### src/scmc_pkg.sv
package scmc_pkg;
  // ---------------------------------------------------------------
  // Register map
  // ---------------------------------------------------------------
  localparam logic [3:0] ADDR_CLKCTL   = 4'h0;
  localparam logic [3:0] ADDR_STATUS   = 4'h4;
  localparam logic [3:0] ADDR_CPUCTL   = 4'h8;
  localparam int         BIT_CLK_SEL   = 5;
  localparam int         BIT_FAST_STB  = 3;
  localparam int         BIT_FAST_EN   = 2;
  localparam int         BIT_FAST_HALT = 1;
  localparam int         BIT_SLOW_HALT = 0;
  localparam logic [7:0] CLKCTL_WMASK  = 8'h27;
  localparam logic [7:0] CLKCTL_RESET  = 8'h20;
  // Status register bits
  localparam int         BIT_PWRDN     = 0;
  localparam int         BIT_WDTO      = 1;
  localparam int         BIT_CPU_RUN   = 2;
  localparam int         BIT_SYS_FAST  = 3;
  // Command register bits (write one to act)
  localparam int         BIT_HALT      = 0;
  localparam int         BIT_WAKE      = 1;
  localparam int         BIT_WDT_CLR   = 2;
  localparam int         BIT_FREQ_CHG  = 3;
  localparam int         BIT_WDT_TOUT  = 4;
  // ---------------------------------------------------------------
  // Oscillators and timing
  // ---------------------------------------------------------------
  localparam longint FAST_OSC_HZ   = 64'd8000000;
  localparam longint SLOW_OSC_HZ   = 64'd32768;
  localparam longint SYS_CLK_HZ    = 64'd10000000;
  localparam int     SLOW_DIV      = 8;
  localparam int     FAST_STABLE_N = 16;
  localparam int     OSC_ACC_W     = 24;
  localparam logic [OSC_ACC_W-1:0] FAST_INC = OSC_ACC_W'((FAST_OSC_HZ << OSC_ACC_W) / SYS_CLK_HZ);
  localparam logic [OSC_ACC_W-1:0] SLOW_INC = OSC_ACC_W'((SLOW_OSC_HZ << OSC_ACC_W) / SYS_CLK_HZ);
  localparam int     WDT_W         = 16;

  typedef enum logic [2:0] {
    MODE_FAST, MODE_SLOW, MODE_SLEEP, MODE_STBY_LOW, MODE_STBY_BOTH, MODE_STBY_HIGH
  } scmc_mode_t;
endpackage

### src/scmc_osc.sv
`timescale 1ns/1ps
// Phase accumulator model of one RC oscillator: one tick per its edge.
module scmc_osc import scmc_pkg::*; #(
  parameter logic [OSC_ACC_W-1:0] INC = FAST_INC
) (
  // Clock and reset
  input  wire logic sysClk,
  input  wire logic rstN,
  // Control
  input  wire logic enable,
  // Edge tick
  output logic      tick
);
  typedef struct packed {
    logic [OSC_ACC_W-1:0] acc;
    logic                 tick;
  } scmc_osc_st_t;
  scmc_osc_st_t st_q, st_d;

  always_comb begin
    logic [OSC_ACC_W:0] sum;
    sum = {1'b0, st_q.acc} + {1'b0, INC};
    st_d = st_q;
    st_d.tick = 1'b0;
    if (enable) begin
      st_d.acc  = sum[OSC_ACC_W-1:0];
      st_d.tick = sum[OSC_ACC_W];
    end else begin
      st_d.acc = '0;
    end
  end

  always_ff @(posedge sysClk or negedge rstN) begin
    if (!rstN) st_q <= '0;
    else       st_q <= st_d;
  end

  assign tick = st_q.tick;
endmodule // scmc_osc

### src/scmc_clock_ctrl.sv
`timescale 1ns/1ps
module scmc_clock_ctrl import scmc_pkg::*; (
  // Clock and reset
  input  wire logic        sys_clk,
  input  wire logic        reset_n,
  // AXI4-Lite write address
  input  wire logic [3:0]  s_axi_awaddr,
  input  wire logic        s_axi_awvalid,
  output logic             s_axi_awready,
  // AXI4-Lite write data
  input  wire logic [31:0] s_axi_wdata,
  input  wire logic [3:0]  s_axi_wstrb,
  input  wire logic        s_axi_wvalid,
  output logic             s_axi_wready,
  // AXI4-Lite write response
  output logic [1:0]       s_axi_bresp,
  output logic             s_axi_bvalid,
  input  wire logic        s_axi_bready,
  // AXI4-Lite read address
  input  wire logic [3:0]  s_axi_araddr,
  input  wire logic        s_axi_arvalid,
  output logic             s_axi_arready,
  // AXI4-Lite read data
  output logic [31:0]      s_axi_rdata,
  output logic [1:0]       s_axi_rresp,
  output logic             s_axi_rvalid,
  input  wire logic        s_axi_rready,
  // CPU core
  input  wire logic        haltReq,
  input  wire logic        wakeReq,
  input  wire logic        wdtEnable,
  output logic             cpuRun,
  output logic [2:0]       opMode,
  // Clock enables to consumers
  output logic             fastOscEn,
  output logic             slowOscEn,
  output logic             highClkTick,
  output logic             lowClkTick,
  output logic             sysClkTick,
  output logic             wdtClkTick,
  // Watchdog flags
  output logic             powerDownFlag,
  output logic             wdtTimeoutFlag,
  output logic [15:0]      wdtCount
);
  // ---------------------------------------------------------------
  // Reset synchroniser
  // ---------------------------------------------------------------
  logic [1:0] rstSync_q;
  always_ff @(posedge sys_clk or negedge reset_n) begin
    if (!reset_n) rstSync_q <= 2'h0;
    else          rstSync_q <= {rstSync_q[0], 1'b1};
  end
  wire logic rstN = rstSync_q[1];

  // ---------------------------------------------------------------
  // State
  // ---------------------------------------------------------------
  typedef struct packed {
    logic             awDone;
    logic             wDone;
    logic [3:0]       awAddr;
    logic [31:0]      wData;
    logic [3:0]       wStrb;
    logic             bValid;
    logic [1:0]       bResp;
    logic             rValid;
    logic [31:0]      rData;
    logic [1:0]       rResp;
    logic             clkSel;
    logic             fastEn;
    logic             fastKeep;
    logic             slowKeep;
    logic             fastStable;
    logic [4:0]       stableCnt;
    logic [4:0]       stallCnt;
    logic             muxFast;
    scmc_mode_t       mode;
    logic [2:0]       divCnt;
    logic             pdFlag;
    logic             toFlag;
    logic [WDT_W-1:0] wdt;
    logic             cpuRun;
    logic             fastOn;
    logic             slowOn;
    logic             highTick;
    logic             lowTick;
    logic             sysTick;
    logic             wdtTick;
  } scmc_st_t;
  scmc_st_t st_q, st_d;

  logic fastTick;
  logic slowTick;

  // Oscillators run only while enabled
  scmc_osc #(.INC(FAST_INC)) u_fast (
    .sysClk (sys_clk),
    .rstN   (rstN),
    .enable (st_q.fastOn),
    .tick   (fastTick)
  );
  scmc_osc #(.INC(SLOW_INC)) u_slow (
    .sysClk (sys_clk),
    .rstN   (rstN),
    .enable (st_q.slowOn),
    .tick   (slowTick)
  );

  function automatic logic [7:0] mergeByte(input logic [7:0] old, input logic [7:0] nw,
                                           input logic [7:0] msk);
    mergeByte = (old & ~msk) | (nw & msk);
  endfunction

  // ---------------------------------------------------------------
  // Next state
  // ---------------------------------------------------------------
  always_comb begin
    logic [7:0] ctl;
    logic [7:0] wr;
    logic       wrGo;
    logic       haltEv;
    logic       wakeEv;
    logic       wdtClr;
    logic       freqChg;
    logic       wdtTout;
    logic       halted;
    logic       wantFast;
    logic       highOn;
    logic       lowOn;
    logic       sysOn;
    logic       divOn;
    st_d     = st_q;
    ctl      = 8'h00;
    wr       = 8'h00;
    haltEv   = haltReq;
    wakeEv   = wakeReq;
    wdtClr   = 1'b0;
    freqChg  = 1'b0;
    wdtTout  = 1'b0;
    wrGo     = 1'b0;
    halted   = 1'b0;
    wantFast = 1'b0;
    highOn   = 1'b0;
    lowOn    = 1'b0;
    sysOn    = 1'b0;
    divOn    = 1'b0;

    ctl[BIT_CLK_SEL]   = st_q.clkSel;
    ctl[BIT_FAST_STB]  = st_q.fastStable;
    ctl[BIT_FAST_EN]   = st_q.fastEn;
    ctl[BIT_FAST_HALT] = st_q.fastKeep;
    ctl[BIT_SLOW_HALT] = st_q.slowKeep;

    // Write channel: address and data taken in either order
    if (s_axi_awvalid && !st_q.awDone && !st_q.bValid) begin
      st_d.awDone = 1'b1;
      st_d.awAddr = s_axi_awaddr;
    end
    if (s_axi_wvalid && !st_q.wDone && !st_q.bValid) begin
      st_d.wDone = 1'b1;
      st_d.wData = s_axi_wdata;
      st_d.wStrb = s_axi_wstrb;
    end
    if (st_q.awDone && st_q.wDone) begin
      wrGo        = st_q.wStrb[0];
      st_d.awDone = 1'b0;
      st_d.wDone  = 1'b0;
      st_d.bValid = 1'b1;
      st_d.bResp  = 2'b00;
      unique case (st_q.awAddr)
        ADDR_CLKCTL: begin
          wr = mergeByte(ctl, st_q.wData[7:0], CLKCTL_WMASK);
          if (wrGo) begin
            st_d.clkSel   = wr[BIT_CLK_SEL];
            st_d.fastEn   = wr[BIT_FAST_EN];
            st_d.fastKeep = wr[BIT_FAST_HALT];
            st_d.slowKeep = wr[BIT_SLOW_HALT];
          end
        end
        ADDR_CPUCTL: begin
          if (wrGo) begin
            haltEv  = haltEv | st_q.wData[BIT_HALT];
            wakeEv  = wakeEv | st_q.wData[BIT_WAKE];
            wdtClr  = st_q.wData[BIT_WDT_CLR];
            freqChg = st_q.wData[BIT_FREQ_CHG];
            wdtTout = st_q.wData[BIT_WDT_TOUT];
          end
        end
        ADDR_STATUS: ;
        default: st_d.bResp = 2'b10;
      endcase
    end
    if (st_q.bValid && s_axi_bready) st_d.bValid = 1'b0;

    // Read channel
    if (s_axi_arvalid && !st_q.rValid) begin
      st_d.rValid = 1'b1;
      st_d.rResp  = 2'b00;
      st_d.rData  = 32'h0000_0000;
      unique case (s_axi_araddr)
        ADDR_CLKCTL: st_d.rData[7:0] = ctl;
        ADDR_STATUS: begin
          st_d.rData[BIT_PWRDN]    = st_q.pdFlag;
          st_d.rData[BIT_WDTO]     = st_q.toFlag;
          st_d.rData[BIT_CPU_RUN]  = st_q.cpuRun;
          st_d.rData[BIT_SYS_FAST] = st_q.muxFast;
        end
        ADDR_CPUCTL: ;
        default: st_d.rResp = 2'b10;
      endcase
    end
    if (st_q.rValid && s_axi_rready) st_d.rValid = 1'b0;

    // ---------------------------------------------------------------
    // Operating mode
    // ---------------------------------------------------------------
    halted = (st_q.mode != MODE_FAST) && (st_q.mode != MODE_SLOW);
    if (!halted && haltEv) begin
      unique case ({st_q.fastKeep, st_q.slowKeep})
        2'b00: st_d.mode = MODE_SLEEP;
        2'b01: st_d.mode = MODE_STBY_LOW;
        2'b11: st_d.mode = MODE_STBY_BOTH;
        2'b10: st_d.mode = MODE_STBY_HIGH;
      endcase
      st_d.pdFlag = 1'b1;
      st_d.toFlag = 1'b0;
      st_d.wdt    = '0;
    end else if (halted && wakeEv) begin
      st_d.mode = st_q.clkSel ? MODE_SLOW : MODE_FAST;
    end else if (!halted) begin
      st_d.mode = st_q.clkSel ? MODE_SLOW : MODE_FAST;
    end
    if (wdtClr) begin
      st_d.pdFlag = haltEv && !halted;
      st_d.toFlag = 1'b0;
      st_d.wdt    = '0;
    end
    // A timeout in the same cycle as a clear still lands
    if (wdtTout) st_d.toFlag = 1'b1;

    // Fast oscillator: held by enable, by a halt keep, or while still the source
    unique case (st_q.mode)
      MODE_FAST: st_d.fastOn = 1'b1;
      MODE_SLOW: st_d.fastOn = st_q.fastEn || st_q.muxFast;
      MODE_SLEEP, MODE_STBY_LOW: st_d.fastOn = 1'b0;
      MODE_STBY_BOTH, MODE_STBY_HIGH: st_d.fastOn = 1'b1;
    endcase
    // Slow oscillator stays up in sleep only while wdtEnable keeps the watchdog divider on
    unique case (st_q.mode)
      MODE_SLEEP:     st_d.slowOn = wdtEnable;
      MODE_STBY_HIGH: st_d.slowOn = 1'b1;
      default:        st_d.slowOn = 1'b1;
    endcase

    // Stability counter restarts whenever the oscillator is off
    if (!st_q.fastOn) begin
      st_d.stableCnt  = 5'h00;
      st_d.fastStable = 1'b0;
    end else if (fastTick && !st_q.fastStable) begin
      st_d.stableCnt = st_q.stableCnt + 5'h01;
      if (st_q.stableCnt == 5'(FAST_STABLE_N - 1)) st_d.fastStable = 1'b1;
    end

    // Mux changes over only on a tick of the target, and to the fast source only once it is stable
    wantFast = !st_q.clkSel || st_q.mode == MODE_STBY_HIGH;
    if (wantFast && !st_q.muxFast && st_q.fastStable && fastTick) st_d.muxFast = 1'b1;
    if (!wantFast && st_q.muxFast && slowTick) st_d.muxFast = 1'b0;

    // Frequency change stall on the fast source
    if (freqChg && st_q.muxFast) begin
      st_d.stallCnt = 5'(FAST_STABLE_N);
    end else if (st_q.stallCnt != 5'h00 && fastTick) begin
      st_d.stallCnt = st_q.stallCnt - 5'h01;
    end

    // Consumer clocks
    highOn = st_q.fastOn && st_q.fastStable;
    unique case (st_q.mode)
      MODE_SLEEP, MODE_STBY_HIGH: lowOn = 1'b0;
      default:                    lowOn = 1'b1;
    endcase
    unique case (st_q.mode)
      MODE_FAST, MODE_SLOW, MODE_STBY_BOTH: sysOn = 1'b1;
      MODE_STBY_LOW:  sysOn = st_q.clkSel;
      MODE_STBY_HIGH: sysOn = !st_q.clkSel;
      MODE_SLEEP:     sysOn = 1'b0;
    endcase
    divOn = st_q.mode != MODE_SLEEP || wdtEnable;

    // Divide-by-eight of the slow oscillator
    st_d.wdtTick = 1'b0;
    if (slowTick && divOn) begin
      st_d.divCnt  = st_q.divCnt + 3'h1;
      st_d.wdtTick = st_q.divCnt == 3'(SLOW_DIV - 1);
    end
    if (st_q.wdtTick && wdtEnable && !(haltEv && !halted) && !wdtClr) begin
      st_d.wdt = st_q.wdt + WDT_W'(1);
    end

    st_d.highTick = highOn && fastTick;
    st_d.lowTick  = lowOn && slowTick;
    st_d.sysTick  = sysOn && (st_q.muxFast ? fastTick : slowTick);
    st_d.cpuRun   = !halted && st_q.stallCnt == 5'h00 && !(haltEv && !halted);
  end

  // Power-on state: slow mode with the slow oscillator already running
  always_ff @(posedge sys_clk or negedge rstN) begin
    if (!rstN) begin
      st_q        <= '0;
      st_q.clkSel <= CLKCTL_RESET[BIT_CLK_SEL];
      st_q.mode   <= MODE_SLOW;
      st_q.slowOn <= 1'b1;
      st_q.rData  <= 32'h0000_0000;
    end else begin
      st_q <= st_d;
    end
  end

  // ---------------------------------------------------------------
  // Outputs
  // ---------------------------------------------------------------
  assign s_axi_awready  = !st_q.awDone && !st_q.bValid;
  assign s_axi_wready   = !st_q.wDone && !st_q.bValid;
  assign s_axi_bvalid   = st_q.bValid;
  assign s_axi_bresp    = st_q.bResp;
  assign s_axi_arready  = !st_q.rValid;
  assign s_axi_rvalid   = st_q.rValid;
  assign s_axi_rdata    = st_q.rData;
  assign s_axi_rresp    = st_q.rResp;
  assign cpuRun         = st_q.cpuRun;
  assign opMode         = st_q.mode;
  assign fastOscEn      = st_q.fastOn;
  assign slowOscEn      = st_q.slowOn;
  assign highClkTick    = st_q.highTick;
  assign lowClkTick     = st_q.lowTick;
  assign sysClkTick     = st_q.sysTick;
  assign wdtClkTick     = st_q.wdtTick;
  assign powerDownFlag  = st_q.pdFlag;
  assign wdtTimeoutFlag = st_q.toFlag;
  assign wdtCount       = st_q.wdt;
endmodule // scmc_clock_ctrl

### config.mk
export PLATFORM = sky130hd
export DESIGN_NAME = scmc_clock_ctrl
export DESIGN_NICKNAME = d
export VERILOG_FILES = /design/src/scmc_pkg.sv /design/src/scmc_osc.sv /design/src/scmc_clock_ctrl.sv
export SDC_FILE = /design/constraint.sdc
export NUM_CORES = 1
export LEC_CHECK = 0
export ABC_AREA = 1
export CELL_PAD_IN_SITES_DETAIL_PLACEMENT = 0
export CELL_PAD_IN_SITES_GLOBAL_PLACEMENT = 1
export CORE_UTILIZATION = 48
export CTS_BUF_LIST = sky130_fd_sc_hd__clkbuf_8
export DETAILED_ROUTE_END_ITERATION = 16
export DONT_BUFFER_PORTS = 1
export PLACE_DENSITY = 0.79
export SETUP_SLACK_MARGIN = 0.4
export SLEW_MARGIN = 40
export SYNTH_ARGS = -nofsm -noshare
export SYNTH_HDL_FRONTEND = slang
export SYNTH_SLANG_ARGS = --single-unit
export TNS_END_PERCENT = 30
### constraint.sdc
create_clock -name sys_clk -period 4.2 [get_ports sys_clk]
set_input_delay 0.84 -clock sys_clk [delete_from_list [all_inputs] [get_ports sys_clk]]
set_output_delay 0.84 -clock sys_clk [all_outputs]
set_load 0.02 [all_outputs]
# Yosys cells after proc, flatten, opt, wreduce, memory -nomap -nowiden
# Cells that the tools add are included.
# word_totals
register_bits,126
# classes
bitwise_logic,3
eq_ne,19
n_mux,52
addsub,6
reduce_logical,69
# op_table
cell,count
24-bit two-way mux,2
18-bit two-way mux,2
35-bit two-way mux,1
1-bit logical AND,31
1-bit two-way mux,30
24-bit by 16-bit adder with 25-bit output (second input constant),1
24-bit by 24-bit adder with 25-bit output (second input constant),1
16-bit by 1-bit adder with 16-bit output (second input constant),1
16-bit two-way mux,1
2-bit nonzero test,7
3-bit two-way mux,4
6-bit two-way mux,2
3-bit one-hot mux with 4 select lines,1
3-bit OR reduction,4
1-bit logical NOT,11
5-bit two-way mux,2
3-bit == test (second input constant),3
3-bit nonzero test,3
4-bit by 3-bit == test with 1-bit output (second input constant),2
4-bit == test (second input constant),2
4-bit logical NOT,2
2-bit two-way mux,4
4-bit one-hot mux with 2 select lines,1
3-bit by 2-bit == test with 1-bit output (second input constant),2
other kinds (22),29

# Logic depth before layout (Yosys ltp)
# logic_depth
word_depth,9
mapped_depth,11
ltp_nobuf,11

# Cells and area by module
# A second synthesis with hierarchy kept.
# unflattened
cells_unflattened,910
hier_area_um2,6875.3
# by_module_without_submodules
mod,instances,cells_per_inst,area_each_um2
scmc_clock_ctrl,1,432,3743.6
scmc_osc at u_slow,1,264,1682.9
scmc_osc at u_fast,1,214,1448.9

# Least setup slack after synthesis
# Ideal clock, no wire load.
# synth_timing
kind,input to register
start,in wdtEnable
end,"reg st_q, in the netlist wdtCount[12]"
path_stages,7
n_path_buf,0
required_time_ns,4.082
slack_ns,2.524
t_arrival_ns,1.558
cell_sequence,nand2_2 nor2_2 nand2_1 nor3_2 nand2_1 xor2_1 nor2_1
# synth_via
elab_chain_len,4
word_cells_on_any_way,5
# synth_lines
item,line,rtl
"start, declared",scmc_clock_ctrl.sv:31,"input wire logic wdtEnable,"
1-bit logical AND * (3 in series),scmc_clock_ctrl.sv:297,if (st_q.wdtTick && wdtEnable && !(haltEv && !halted) && !wdtClr) begin
3-bit nonzero test (no line) / 16-bit two-way mux (equally long branches),n/a,
"end signal, assigned",scmc_clock_ctrl.sv:316,st_q <= st_d;
"end, declared",scmc_clock_ctrl.sv:91,"scmc_st_t st_q, st_d;"
# Every way passes the cells marked *; elsewhere a longest branch is shown, timed or not.
# A chain may end at the register's enable or synchronous reset.

# Worst setup path after layout
# layout_timing
start,"reg st_q, in the netlist s_axi_bvalid"
end,out s_axi_awready
# layout_via
elab_chain_len,2
# layout_lines
item,line,rtl
1-bit logical NOT,scmc_clock_ctrl.sv:323,assign s_axi_awready = !st_q.awDone && !st_q.bValid;
1-bit logical AND,scmc_clock_ctrl.sv:323,
"end, declared",scmc_clock_ctrl.sv:9,"output logic s_axi_awready,"
# Every way passes these cells.

==> qor.yml <==
outcome: "completed"
drc: 0
insertion_delay_ns: 0.44
p_comb_frac: 0.363
rr_startpoint: "opMode[1]"
synth-edff-count: 0
hold_path_class: "input pin to asynchronous set/reset pin"
slowest_stage: "dfrtp_1"
wl_per_cell_um: 13.1
layout_common_cells: "nand2_1, nor2_1, dfrtp_1"
peakVddDrop_uv: 249
antenna_found_initial: 0
start_util: 0.499
cts_post_setup_buffers_inserted: 0
rsz0062_at_grt: "false"
crit_cells: 1
final.setup_skew_ns: 0.00891
cts_buffers: 17
cap_violations: 0
core_um2: 13400
startpoint_type: "flip-flop"
critPathMaxFanout: 5
worst-path-buf-inv: 0
ys_warn_count: 0
cp.arrival_ns: 1.44
leakage_uw: 0.00357
portBuffers: 0
clk_root_buffer_cell: "clkbuf_8"
setup_viol_count_final: 0
ios: 123
ctsHtreeMaxLevel: 4
grt_max_degree: 42
drive_above_1_share: 0.0716
clk_pin_slew_ns: 0.07
relSlewSlack: 0.620
synth_ff_type: "dfrtp_1"
end_kind: "output pin"
rr_worst_depth: 5
ys_seq_area_frac: 0.446
row_count: 42
seq_power_share: 0.415
fmax_ghz: 0.438
yosys-top-cells-area: "dfrtp_1, nand2_1, nor2_1"
cts_tree: "built"
drt_iter0_drc: 348
vias_per_cell: 5.05
vias: 5334
clockBufferDepth: 2
crit_chain: "nor2_1"
pwr-share-clk: 0.221
yosysTopAreaCellShare: 0.434
switchingPower_uw: 2020
final_common_cell: "nand2_1"
ys_ff_latch: 119
avgSynthCellArea_um2: 7.60
final_core_util: 0.523
diodes: 0
dp_hpwl_um: 10300
grt_pass1_vias: 5152
area_delta_synth_final_pct: 4.71
finalMaxSlewViolations: 0
ys_async_sr_fraction: 1.00
holdBufCountCts: 0
worst_slew_pin_slew_ns: 0.569
yosys.cell_types.count: 44
first_pass_iters: 5
p_int_uw: 2760
cpPeakStageDelay_ns: 0.51
r2r-end: "st_q[26]"
netlist_area_um2: 6690
synth_top_area_cell: "dfrtp_1"
worstPathRequired_ns: 3.36
cp_top_family: "flip-flops"
fin_tns_setup_ns: 0
fin_crit_sh: 0.543
place_congestion: 0.827
criticalPathCategory: "flip-flop to output pin"
cts-resized-gates: 0
postSynthCellCount: 880
powerDensity_nw_per_um2: 682
ant_nets: 0
ff2ff_setup_slack_ns: 2.41
switching_share: 0.423
overflow: 0
die_y_um: 120
final_net_count: 934
cts_sinks: 119
grt_pass1_wl_um: 23900
drt_wl_total_um: 13800
grt_usage: 0.208
die_x_um: 120
dieArea_um2: 14400
hold_viol: 0
period_minus_slack_ns: 2.28
cell type report:
| cell class | count | area [µm²] |
|---|---|---|
| fillers | 1311 | 6390 |
| flip-flops and latches | 119 | 2990 |
| multi-input cells | 614 | 2940 |
| inverters | 113 | 424 |
| clock buffers | 21 | 289 |
| well taps | 176 | 220 |
| clock inverters | 11 | 123 |
| repair buffers | 2 | 27.5 |
Yosys cell counts, types with 3 or more instances:
cell type    n
nand3b_1     3
o21bai_1     4
o22ai_1      8
nand3_1     49
dfstp_2      3
nor3_1       8
nor2_1     141
o21ai_0     53
nand4_1     10
dfrtp_1    116
a31oi_1      4
a21oi_1     39
clkbuf_1     3
nand2_1    203
nand2_2      4
buf_4       55
mux2_2      11
nand2_4      3
inv_1      112
xnor2_1      4
xor2_1       8
ha_1        13
routing by layer:
metal / share of wire / GRT usage / vias up
met4: 0.013 / 0.0750 / 0
li1: - / - / 2683
met3: 0.058 / 0.0499 / 14
met2: 0.46 / 0.335 / 138
met5: 0 / 0 / -
met1: 0.47 / 0.272 / 2499
how the worst max path moves through the flow:
stage	slack, ns	end	start
finish	1.92	s_axi_awready	s_axi_bvalid
global route	1.88	s_axi_awready	s_axi_bvalid
CTS	1.92	s_axi_awready	s_axi_bvalid
detailed placement	2.32	wdtCount[12]	wdtEnable
global placement	2.34	wdtCount[12]	wdtEnable
floorplan	0.64	cpuRun	rstSync_q[1]
through the flow:
stage / cell area, µm² / hold slack (ns) / worst slack, ns / power, µW / instances
3_3_place_gp: 6570 / 0.341 / 2.34 / 3670 / 1023
6_report: 7010 / 0.0973 / 1.92 / 4780 / 1056
2_1_floorplan: 6800 / 0.331 / 0.645 / 3380 / 908
5_1_grt: 7010 / 0.0631 / 1.88 / 5250 / 1056
3_5_place_dp: 6590 / 0.337 / 2.32 / 3730 / 1024
4_1_cts: 7010 / 0.0652 / 1.92 / 4820 / 1056
registers in the layout, summed over array words and instances (netlist names), 2 cells and up:
signal / count
s_axi_rdata: 5
u_fast.st_q: 22
wdtCount: 16
u_slow.st_q: 24
opMode: 3
st_q: 32
rstSync_q: 2
logic make-up after synthesis:
group           Yosys count  share of synthesized area
compound gates          118                     0.0958
mux                      12                     0.0200
xor+xnor                 12                     0.0157
flops                   119                      0.446
simple gates            429                      0.266
other cells               2                    0.00112
buf+inv                 175                      0.131
fa+ha+maj                13                     0.0243
power by group through the flow:
stage	combinational (µW)	sequential (µW)	clock (µW)
global route	2050	2050	1140
detailed placement	1730	2000	0
floorplan	1510	1860	0
CTS	1740	1980	1090
global placement	1670	2000	0
finish	1740	1990	1060
Power figures use the tool's default switching activity.
